[src/design/cdad_pkg.sv]
package cdad_pkg;

	// ---------------------------------------------------------------
	// Cluster shape
	// ---------------------------------------------------------------
	localparam int unsigned CDAD_MAX_CPUS = 4;
	localparam int unsigned CDAD_NUM_CPUS = 4;
	localparam int unsigned CDAD_AREA_BYTES = 4096;
	localparam int unsigned CDAD_WIN_BYTES = 2 * CDAD_AREA_BYTES;
	localparam int unsigned CDAD_REGION_BYTES = CDAD_NUM_CPUS * CDAD_WIN_BYTES;

	// ---------------------------------------------------------------
	// Address layout
	// ---------------------------------------------------------------
	localparam int unsigned CDAD_AREA_BIT = 12;
	localparam int unsigned CDAD_CPU_LSB = 13;
	localparam int unsigned CDAD_AW_1CPU = 13;
	localparam int unsigned CDAD_AW_2CPU = 14;
	localparam int unsigned CDAD_AW_34CPU = 15;
	localparam int unsigned CDAD_ADDR_W = (CDAD_NUM_CPUS == 1) ? CDAD_AW_1CPU :
		(CDAD_NUM_CPUS == 2) ? CDAD_AW_2CPU : CDAD_AW_34CPU;
	localparam int unsigned CDAD_CPU_W = (CDAD_ADDR_W > CDAD_CPU_LSB) ?
		CDAD_ADDR_W - CDAD_CPU_LSB : 1;
	localparam int unsigned CDAD_DATA_W = 32;
	localparam int unsigned CDAD_OFF_W = 12;

	localparam logic CDAD_AREA_DEBUG = 1'h0;
	localparam logic CDAD_AREA_PMON = 1'h1;

	typedef enum logic [1:0] {
		CDAD_IDLE,
		CDAD_SETUP,
		CDAD_ACCESS
	} cdad_phase_e;

endpackage

[src/design/cdad_slot_dec.sv]
`timescale 1ns/1ps
`default_nettype none
module cdad_slot_dec
	import cdad_pkg::*;
(
	input wire logic [CDAD_ADDR_W-1:0] addr,
	input wire logic sel,
	output logic [CDAD_MAX_CPUS-1:0] cpu_hit,
	output logic area_pmon,
	output logic slot_legal
);

	logic [1:0] cpu_idx;

	// --------------------------------------------------------------
	// Processor index from the upper address bits
	// --------------------------------------------------------------
	always_comb begin
		cpu_idx = 2'h0;
		if (CDAD_NUM_CPUS == 2) begin
			cpu_idx = {1'h0, addr[CDAD_CPU_LSB]};
		end else if (CDAD_NUM_CPUS > 2) begin
			cpu_idx = addr[CDAD_ADDR_W-1:CDAD_CPU_LSB];
		end
	end

	// Slot 3 of a three-processor build must stay dead even if selected
	assign slot_legal = (32'(cpu_idx) < CDAD_NUM_CPUS);
	assign area_pmon = addr[CDAD_AREA_BIT];

	genvar g;
	generate
		for (g = 0; g < CDAD_MAX_CPUS; g++) begin : g_hit
			assign cpu_hit[g] = sel && slot_legal && (cpu_idx == 2'(g)) &&
				(g < CDAD_NUM_CPUS);
		end
	endgenerate

endmodule
`default_nettype wire

[src/design/cdad_cpu_port.sv]
`timescale 1ns/1ps
`default_nettype none
module cdad_cpu_port
	import cdad_pkg::*;
(
	input wire logic sys_clk,
	input wire logic nrst,
	input wire logic debug_logic_reset_n_raw,
	output logic debug_logic_reset_n
);

	logic [1:0] sync_reg;

	// --------------------------------------------------------------
	// Reset bridge: asynchronous assert, synchronous release
	// --------------------------------------------------------------
	always_ff @(posedge sys_clk or negedge debug_logic_reset_n_raw) begin
		if (!debug_logic_reset_n_raw) begin
			sync_reg <= 2'h0;
		end else if (!nrst) begin
			sync_reg <= 2'h0;
		end else begin
			sync_reg <= {sync_reg[0], 1'h1};
		end
	end

	assign debug_logic_reset_n = sync_reg[1];

endmodule
`default_nettype wire

[src/design/cdad_top.sv]
// Summary of operation
// - One shared APB port, taken on select
// - Region is eight KB per processor
// - Debug and monitor 4KB areas, contiguous
// - Address width 13, 14 or 15 bits
// - Bit 12 picks debug or monitor area
// - Two processors: bit 13 picks processor
// - Three processors: bits 14:13 pick 0-2
// - Four processors: bits 14:13 pick 0-3
// - Each processor debug interface exported separately
// - No trigger, powerup or lock-init pins
// - Per-processor active-low debug logic reset
`timescale 1ns/1ps
`default_nettype none
module cdad_top
	import cdad_pkg::*;
(
	input wire logic sys_clk,
	input wire logic nrst,
	// Shared debug APB slave
	input wire logic debug_port_select,
	input wire logic penable,
	input wire logic pwrite,
	input wire logic [CDAD_ADDR_W-1:0] debug_port_address,
	input wire logic [CDAD_DATA_W-1:0] pwdata,
	output logic [CDAD_DATA_W-1:0] prdata,
	output logic pready,
	output logic pslverr,
	// Per-processor debug resets, raw from the reset controller
	input wire logic [CDAD_NUM_CPUS-1:0] debug_logic_reset_n_in,
	output logic [CDAD_NUM_CPUS-1:0] debug_logic_reset_n,
	// Per-processor exported debug APB (area select plus 12-bit offset)
	output logic [CDAD_NUM_CPUS-1:0] cpu_dbg_sel,
	output logic [CDAD_NUM_CPUS-1:0] cpu_pmon_sel,
	output logic [CDAD_NUM_CPUS-1:0] cpu_penable,
	output logic [CDAD_NUM_CPUS-1:0] cpu_pwrite,
	output logic [CDAD_OFF_W-1:0] cpu_paddr,
	output logic [CDAD_DATA_W-1:0] cpu_pwdata,
	input wire logic [CDAD_NUM_CPUS*CDAD_DATA_W-1:0] cpu_prdata,
	input wire logic [CDAD_NUM_CPUS-1:0] cpu_pready,
	input wire logic [CDAD_NUM_CPUS-1:0] cpu_pslverr
);

	// ---------------------------------------------------------------
	// Decode
	// ---------------------------------------------------------------
	logic [CDAD_MAX_CPUS-1:0] cpu_hit;
	logic area_pmon;
	logic slot_legal;
	cdad_phase_e phase_reg;
	logic [CDAD_NUM_CPUS-1:0] hit_reg;
	logic pmon_reg;
	logic [CDAD_OFF_W-1:0] off_reg;
	logic [CDAD_DATA_W-1:0] wdata_reg;
	logic write_reg;
	logic [CDAD_DATA_W-1:0] rdata_mux;
	logic ready_mux;
	logic err_mux;
	logic setup_take;
	logic done;
	logic answer_take;
	logic resp_reg;
	logic err_reg;

	cdad_slot_dec u_dec (
		.addr(debug_port_address),
		.sel(debug_port_select),
		.cpu_hit(cpu_hit),
		.area_pmon(area_pmon),
		.slot_legal(slot_legal)
	);

	// Setup phase only; address is ignored while unselected
	assign setup_take = debug_port_select && !penable && (phase_reg != CDAD_ACCESS);

	// ---------------------------------------------------------------
	// Per-processor reset bridges
	// ---------------------------------------------------------------
	genvar g;
	generate
		for (g = 0; g < CDAD_NUM_CPUS; g++) begin : g_cpu
			cdad_cpu_port u_rst (
				.sys_clk(sys_clk),
				.nrst(nrst),
				.debug_logic_reset_n_raw(debug_logic_reset_n_in[g]),
				.debug_logic_reset_n(debug_logic_reset_n[g])
			);
		end
	endgenerate

	// ---------------------------------------------------------------
	// Transfer phase
	// ---------------------------------------------------------------
	assign done = (phase_reg == CDAD_ACCESS) && pready;

	always_ff @(posedge sys_clk or negedge nrst) begin
		if (!nrst) begin
			phase_reg <= CDAD_IDLE;
		end else begin
			unique case (phase_reg)
				CDAD_IDLE: begin
					if (setup_take) begin
						phase_reg <= CDAD_SETUP;
					end
				end
				CDAD_SETUP: begin
					if (!debug_port_select) begin
						phase_reg <= CDAD_IDLE;
					end else if (penable) begin
						phase_reg <= CDAD_ACCESS;
					end
				end
				CDAD_ACCESS: begin
					if (done) begin
						phase_reg <= CDAD_IDLE;
					end
				end
			endcase
		end
	end

	// Capture target at setup so a mid-transfer address change cannot re-route
	always_ff @(posedge sys_clk or negedge nrst) begin
		if (!nrst) begin
			hit_reg <= '0;
			pmon_reg <= CDAD_AREA_DEBUG;
			off_reg <= '0;
			wdata_reg <= '0;
			write_reg <= 1'h0;
		end else if (setup_take && (phase_reg == CDAD_IDLE)) begin
			hit_reg <= cpu_hit[CDAD_NUM_CPUS-1:0];
			pmon_reg <= area_pmon;
			off_reg <= debug_port_address[CDAD_OFF_W-1:0];
			wdata_reg <= pwdata;
			write_reg <= pwrite;
		end else if (done || ((phase_reg == CDAD_SETUP) && !debug_port_select)) begin
			hit_reg <= '0;
		end
	end

	// ---------------------------------------------------------------
	// Exported per-processor ports
	// ---------------------------------------------------------------
	always_comb begin
		for (int i = 0; i < CDAD_NUM_CPUS; i++) begin
			cpu_dbg_sel[i] = hit_reg[i] && (pmon_reg == CDAD_AREA_DEBUG) &&
				(phase_reg != CDAD_IDLE);
			cpu_pmon_sel[i] = hit_reg[i] && (pmon_reg == CDAD_AREA_PMON) &&
				(phase_reg != CDAD_IDLE);
			cpu_penable[i] = hit_reg[i] && (phase_reg == CDAD_ACCESS) && !resp_reg;
			cpu_pwrite[i] = hit_reg[i] && write_reg;
		end
	end

	assign cpu_paddr = off_reg;
	assign cpu_pwdata = wdata_reg;

	// ---------------------------------------------------------------
	// Answer mux
	// ---------------------------------------------------------------
	always_comb begin
		rdata_mux = '0;
		ready_mux = 1'h1;
		err_mux = 1'h1;
		for (int i = 0; i < CDAD_NUM_CPUS; i++) begin
			if (hit_reg[i]) begin
				rdata_mux = cpu_prdata[i*CDAD_DATA_W +: CDAD_DATA_W];
				ready_mux = cpu_pready[i];
				err_mux = cpu_pslverr[i];
			end
		end
	end

	// ---------------------------------------------------------------
	// Answer register
	// ---------------------------------------------------------------
	// Read data comes from a flop, so the master sees pready one cycle
	// after the processor answers: one wait state buys a clean data path
	assign answer_take = (phase_reg == CDAD_ACCESS) && !resp_reg && ready_mux;

	always_ff @(posedge sys_clk or negedge nrst) begin
		if (!nrst) begin
			resp_reg <= 1'h0;
		end else if (done) begin
			resp_reg <= 1'h0;
		end else if (answer_take) begin
			resp_reg <= 1'h1;
		end
	end

	always_ff @(posedge sys_clk or negedge nrst) begin
		if (!nrst) begin
			err_reg <= 1'h0;
		end else if (answer_take) begin
			err_reg <= err_mux;
		end
	end

	// Unmapped slot answers with an error after the one registered wait state rather than hanging the master
	assign pready = (phase_reg == CDAD_ACCESS) && resp_reg;
	assign pslverr = pready && err_reg;

	always_ff @(posedge sys_clk or negedge nrst) begin
		if (!nrst) begin
			prdata <= '0;
		end else if (answer_take) begin
			prdata <= rdata_mux;
		end
	end

	// Trigger out, powered-up and lock-init pins are absent by design

	// ---------------------------------------------------------------
	// Checks
	// ---------------------------------------------------------------
	region_size_a: assert property (@(posedge sys_clk) disable iff (!nrst)
		(1 << CDAD_ADDR_W) == CDAD_REGION_BYTES || CDAD_NUM_CPUS == 3)
		else $error("region size mismatch");

	addr_width_a: assert property (@(posedge sys_clk) disable iff (!nrst)
		CDAD_ADDR_W == ((CDAD_NUM_CPUS == 1) ? 13 : (CDAD_NUM_CPUS == 2) ? 14 : 15))
		else $error("address width wrong");

	unsel_ignore_a: assert property (@(posedge sys_clk) disable iff (!nrst)
		(phase_reg == CDAD_IDLE && !debug_port_select) |=> (hit_reg == '0))
		else $error("target latched while unselected");

	one_target_a: assert property (@(posedge sys_clk) disable iff (!nrst)
		$onehot0(cpu_dbg_sel | cpu_pmon_sel))
		else $error("more than one target selected");

	area_route_a: assert property (@(posedge sys_clk) disable iff (!nrst)
		(phase_reg == CDAD_IDLE && setup_take && slot_legal && area_pmon)
		|=> (cpu_dbg_sel == '0) && (cpu_pmon_sel != '0))
		else $error("monitor area not routed");

	cpu_route_a: assert property (@(posedge sys_clk) disable iff (!nrst)
		(phase_reg == CDAD_IDLE && setup_take && slot_legal)
		|=> hit_reg == cpu_hit[CDAD_NUM_CPUS-1:0] && hit_reg != '0)
		else $error("processor not selected");

	dead_slot_a: assert property (@(posedge sys_clk) disable iff (!nrst)
		(phase_reg == CDAD_IDLE && setup_take && !slot_legal)
		|=> (hit_reg == '0) ##1 (!pready || pslverr))
		else $error("dead slot reached a processor");

	access_follow_a: assert property (@(posedge sys_clk) disable iff (!nrst)
		(phase_reg == CDAD_SETUP && debug_port_select && penable)
		|=> (phase_reg == CDAD_ACCESS) && (cpu_penable == hit_reg))
		else $error("access phase not forwarded");

	reset_split_a: assert property (@(posedge sys_clk) disable iff (!nrst)
		$fell(debug_logic_reset_n_in[0]) |-> ##[0:1] !debug_logic_reset_n[0])
		else $error("debug reset not applied");

	answer_wait_a: assert property (@(posedge sys_clk) disable iff (!nrst)
		answer_take |=> pready && (cpu_penable == '0))
		else $error("answer not passed to master");

	rdata_load_a: assert property (@(posedge sys_clk) disable iff (!nrst)
		answer_take |=> (prdata == $past(rdata_mux)))
		else $error("read data not loaded");

	idle_quiet_a: assert property (@(posedge sys_clk) disable iff (!nrst)
		(phase_reg != CDAD_ACCESS) |-> !pready && !pslverr)
		else $error("answer outside access phase");

	err_ready_a: assert property (@(posedge sys_clk) disable iff (!nrst)
		pslverr |-> pready)
		else $error("error without ready");

	debug_area_a: assert property (@(posedge sys_clk) disable iff (!nrst)
		(phase_reg == CDAD_IDLE && setup_take && slot_legal && !area_pmon)
		|=> (cpu_pmon_sel == '0) && (cpu_dbg_sel != '0))
		else $error("debug area not routed");

	write_pass_a: assert property (@(posedge sys_clk) disable iff (!nrst)
		(phase_reg == CDAD_IDLE && setup_take && slot_legal && pwrite)
		|=> (cpu_pwrite == hit_reg) && (hit_reg != '0))
		else $error("write flag not forwarded");

	hit_clear_a: assert property (@(posedge sys_clk) disable iff (!nrst)
		done |=> (hit_reg == '0))
		else $error("target kept after transfer");

	hit_onehot_a: assert property (@(posedge sys_clk) disable iff (!nrst)
		$onehot0(hit_reg))
		else $error("several processors hit");

	release_delay_a: assert property (@(posedge sys_clk) disable iff (!nrst)
		!debug_logic_reset_n_in[0] |=> !debug_logic_reset_n[0])
		else $error("debug reset released early");

endmodule
`default_nettype wire

[config.mk]
export PLATFORM = sky130hd
export DESIGN_NAME = cdad_top
export DESIGN_NICKNAME = d
export VERILOG_FILES = /design/src/design/cdad_pkg.sv /design/src/design/cdad_slot_dec.sv /design/src/design/cdad_cpu_port.sv /design/src/design/cdad_top.sv
export SDC_FILE = /design/constraint.sdc
export NUM_CORES = 1
export LEC_CHECK = 0
export BUFFER_PORTS_ARGS = -buffer_cell sky130_fd_sc_hd__buf_2
export CORE_ASPECT_RATIO = 1.2
export CORE_MARGIN = 4
export CORE_UTILIZATION = 39
export DETAILED_ROUTE_END_ITERATION = 12
export GPL_TIMING_DRIVEN = 0
export MAX_ROUTING_LAYER = met4
export PLACE_DENSITY = 0.79
export SLEW_MARGIN = 20
export SYNTH_ARGS = -nofsm -noshare
export SYNTH_HDL_FRONTEND = slang
export SYNTH_SLANG_ARGS = --single-unit
[constraint.sdc]
create_clock -name sys_clk -period 2 [get_ports sys_clk]
set_clock_uncertainty 0.15 [all_clocks]
set_input_delay 0.3 -clock sys_clk [delete_from_list [all_inputs] [get_ports sys_clk]]
set_output_delay 0.3 -clock sys_clk [all_outputs]
set_load 0.05 [all_outputs]
# --- After elaboration in Yosys (flattened, before gate mapping) ---
# Index checks and enable logic that the tools add are counted.
# Widths: inputs -> output; s select.
op_classes:
  n_eq_ne: 9
  n_mux: 25
  bitwise: 1
  reduce_logical: 51
op_table:
  columns: ["operator", "count"]
  rows:
  - ["$mux 32", 4]
  - ["$logic_and 1x1->1", 41]
  - ["$mux 2", 8]
  - ["$mux 1", 10]
  - ["$mux 4", 2]
  - ["$eq 2x2->1 const B", 3]
  - ["$ne 2x2->1 const B", 3]
  - ["$pmux 2 s3", 1]
  - ["$reduce_bool 2->1", 3]
  - ["$eq 2x1->1 const B", 2]
  - ["$logic_not 2->1", 2]
  - ["$logic_not 1->1", 3]
  - ["$ne 3x3->1 const B", 1]
  - ["$reduce_and 3->1", 1]
  - ["$logic_or 1x1->1", 1]
  - ["$not 1->1", 1]
word_totals:
  register_bits: 94
  output_inout_bits: 98
  wordCells: 99

# --- Depth between registers and ports, before layout ---
depth:
  depth_word: 7
  mapped_depth: 7
  mapped_depth_nobuf: 6

# --- Hierarchy ---
# From an unflattened synthesis, not the netlist that was laid out.
unflattened:
  cells_unflattened: 402
  hier_area_um2: 4688.2
by_module_without_submodules:
  columns: ["mod", "instances", "cells_each", "area_per_inst_um2"]
  rows:
  - ["cdad_top", 1, 383, 4406.7]
  - ["cdad_cpu_port", 4, 3, 56.3]
  - ["cdad_slot_dec", 1, 7, 56.3]

# --- Worst setup path after synthesis ---
# Ideal clock, no wire load.
synth_path:
  kind: "flip-flop to output port"
  start: "reg phase_reg[0]"
  end: "out cpu_penable[3]"
  t_arrival_ns: 1.776
  t_required_ns: 1.550
  path_slack_ns: -0.226
  stages_incl_launch_ff: 5
  path_cell_list: "dfrtp_1 > inv_1 > ha_1 > inv_1 > nor3_1"
synth_between:
  elab_chain_len: 3
synth_rtl:
  columns: ["item", "line", "rtl"]
  rows:
  - ["start: declaration", "cdad_top.sv:50", "cdad_phase_e phase_reg;"]
  - ["start signal: assignment", "cdad_top.sv:98", "phase_reg <= CDAD_IDLE;"]
  - ["start signal: assignment", "cdad_top.sv:103", "phase_reg <= CDAD_SETUP;"]
  - ["start signal: assignment", "cdad_top.sv:108", "phase_reg <= CDAD_IDLE;"]
  - ["$eq 2x2->1", "cdad_top.sv:150", "cpu_penable[i] = hit_reg[i] && (phase_reg == CDAD_ACCESS) && !resp_reg;"]
  - ["$logic_and 1x1->1 (2 in series)", "cdad_top.sv:150", null]
  - ["end: declaration", "cdad_top.sv:35", "output logic [CDAD_NUM_CPUS-1:0] cpu_penable,"]
# Every way passes these cells.

# --- Final worst setup path ---
layout_path:
  start: "reg phase_reg[1]"
  end: "out cpu_pmon_sel[0]"
layout_between:
  elab_chain_len: 2
layout_rtl:
  columns: ["item", "line", "rtl"]
  rows:
  - ["$reduce_bool 2->1", "cdad_top.sv:149", "(phase_reg != CDAD_IDLE);"]
  - ["$logic_and 1x1->1", "cdad_top.sv:148", "cpu_pmon_sel[i] = hit_reg[i] && (pmon_reg == CDAD_AREA_PMON) &&"]
  - ["end: declaration", "cdad_top.sv:34", "output logic [CDAD_NUM_CPUS-1:0] cpu_pmon_sel,"]
# Every way passes these cells.

==> impl_results.md <==
- Final setup violation count: 9
- Sequential area share after synthesis: around 50%
- Final instance area: 7240 µm²
- Pre-Repair DR Iteration Count: 4
- Final Wtd Congestion: about 0.83
- Mapped Cells: 401
- Synthesized area: around 4700 µm²
- Crit. End Element: output port
- Vias per cell: between 5 and 6
- Worst slew margin: about three fifths
- Number of I/O port buffers: 289
- Power density cells: around 1500 nW/µm²
- Critical path required time: between 1500 and 2000 ps
- Vias in the first global route: about 4900
- Initial antenna violation count: 5
- First-pass GRT wire length: 25000 µm
- RSZ-0062 raised after global routing: true
- Syn_area_per_cell: 11.7 µm²
- CTS root buffer: clkbuf_16
- Largest net degree at the start of global routing: 59
- Clk Latency, worst-skew pair: 330 ps
- Post-synthesis simple-gate area fraction: approximately 11%
- Slowest-stage cell, CP: dfrtp_1
- VDD IR max: about 1 mV
- DP Cell Count: about 850
- Final Hold Viols: 0
- Post-Synth Adder-Cell Area: less than 1%
- Violated checks: negative setup slack
- Top post-synthesis cells by area: dfrtp_1 (50%), mux2_2 (19%), a221oi_1 (6.0%)
- Critical Path AT: about 1600 ps
- Post-DRT Antenna Nets: 0
- Fraction of layout cells with a size suffix above 1: 61.5%
- Mux cell area share after synthesis: roughly 19%
- Post-Syn Nets: about 600
- CTS tree: done
- Initial Util: about two fifths
- Yosys top cell area share: between 50% and 60%
- Critical Path Source Type: register
- Die Wd: 108 µm
- Yosys top cell by area: dfrtp_1
- Via count: between 4000 and 5000
- 1st-iter DRT viols: around 270
- Total CTS buffers: 9
- Worst-path cell chain: inv_2 > ha_4 > nor2b_4 > and2_4 > buf_8
- Filler instances: 964
- Largest family of logic cells by synthesized area: multiplexers
- Yosys warns: 0
- Max Cap Viol: 0
- Slew Limit Fails: 0
- GR Overflow Total: 0
- Worst-Margin Slew: between 500 and 600 ps
- Crit-path max cell delay: ~420 ps
- Max Fclk: 498 MHz
- Clk buf depth: 2
- Post-placement cell area: around 6400 µm²
- Distinct cells, synth: 27
- CTS sink count: 94
- Kind of critical path: register to output port
- Area grow syn2layout: 54.8%
- Lkg Pwr: between 3 and 4 nW
- Commonest cells after routing, fill and taps aside: buf_2 (283), dfrtp_1 (91), mux2_2 (46)
- Period minus WS final: between 2000 and 2500 ps
- XOR/XNOR share of the synthesized area: 0%
- Synth Area in Compound Gates: about 14%
- Row count: 43
- Min setup slack post-route: -9.99 ps
- Htree depth: 3
- Residual DRC: 0
- Core box area: 11600 µm²
- Non-filler cells, final: about 900
- Gr usage total: between 20% and 30%
- IO Count: between 200 and 300
- Seq cells post-synth: 94
- Post-detail-place hpwl: between 10000 and 15000 µm
- Status: finished, violations left
- Routed wire length: approximately 17000 µm
- Total Die Area: 13800 µm²
- Drt wl/cell: roughly 19 µm
- Commonest non-fill, non-tap cell in the layout: buf_2
- Worst Hold Class: primary input to register
- Clock-pin slew on the worst setup and hold paths: 60 ps
- Die Ht: around 130 µm
- Nets: 917
- Critical path fanouts, max: 5
- Final worst path period share: 100%
[kinds of logic after synthesis]
family,Yosys count
AOI/OAI and AO/OA,80
adders and majority gates,3
buffers and inverters,48
DFF,94
muxes,80
and+or+nand+nor,96
[per-layer routing]
metal / up-vias / global-route usage, % / wire length, µm
li1: 2103 / - / -
met1: 2214 / 26.7 / 6320
met2: 247 / 41.5 / 8700
met3: 40 / 5.29 / 1400
met4: 0 / 11.4 / 543
met5: - / - / 0
[critical path, delay by kind of cell (launching register included)]
family,cells,cell delay (ps)
adder cells (fa/ha/maj),1,210
AND/OR/NAND/NOR,2,370
buffers and inverters,2,230
flip-flops,1,420
[final timing paths]
kind,from,end,slack [ps],cells after the start
worst max-delay path,phase_reg[1],cpu_pmon_sel[0],-10,5
worst min-delay path,pwdata[11],cpu_pwdata[11],40,2
worst max register to register,hit_reg[0],prdata[8],0,6
worst min register to register,g_cpu[3].u_rst.sync_reg[0],g_cpu[3].u_rst.sync_reg[1],310,1
max in group asynchronous,nrst,hit_reg[3],740,3
min in group asynchronous,debug_logic_reset_n_in[2],g_cpu[2].u_rst.sync_reg[1],130,2
[Yosys cell counts]
cell type  number
a22o_1          1
nand2_1        32
nor3_1          3
clkbuf_1       25
a21oi_4         1
buf_4           4
nor2_1          1
mux2_2         78
a221o_1         2
ha_1            3
and2_1         19
and3_1          2
nand4_1         1
mux2i_1         1
or3b_2          1
a21o_1          1
inv_1          11
mux2_1          1
o31ai_1        31
dfrtp_1        94
a221oi_1       32
buf_2           5
a21oi_1         5
o21ai_0         3
nor2b_1        37
buf_6           3
a32o_1          4
[cell type report]
| class | instances | area (µm²) | share of cell area (%) |
|---|---|---|---|
| tap | 157 | 196 | 2.71 |
| clock buffer | 10 | 229 | 3.16 |
| sequential | 94 | 2360 | 32.5 |
| clock inverter | 6 | 62.6 | 0.864 |
| inverter | 11 | 41.3 | 0.570 |
| buffer | 33 | 216 | 2.99 |
| antenna | 5 | 12.5 | 0.173 |
| timing repair buffer | 314 | 1800 | 24.8 |
| multi-input combinational | 259 | 2330 | 32.2 |
[per-stage QoR]
| step | setup slack [ps] | power, mW | utilization (%) | TNS [ps] | hold slack, ps |
|---|---|---|---|---|---|
| global placement | -504 | 8.50 | 54.5 | -46020 | -64.8 |
| CTS | -6.07 | 10.6 | 59.7 | -19.6 | 28.7 |
| finish | -9.99 | 10.9 | 62.3 | -38.9 | 43.8 |
| global route | -81.5 | 11.4 | 62.3 | -2290 | 29.6 |
| floorplan | -7.11 | 7.10 | - | -190 | -146 |
| detailed placement | -513 | 8.67 | 54.7 | -28860 | -64.7 |
[timing repair]
action / CTS / global route
cloned: 2 / 1
gates resized for setup: 56 / 65
buffers inserted: 10 / 7
hold buffers: 5 / 0
setup endpoints to repair: 101 / 50
endpoints found under the hold margin: 36 / 0
pin swaps: 3 / 2
[power by group]
group,switching (mW),internal [mW],leakage [nW]
clock,0.709,0.965,0.135
combinational,4.03,2.15,2.30
sequential,0.438,2.59,1.17
total,5.18,5.71,3.60
No activity file was read; power rests on OpenSTA's default activity.
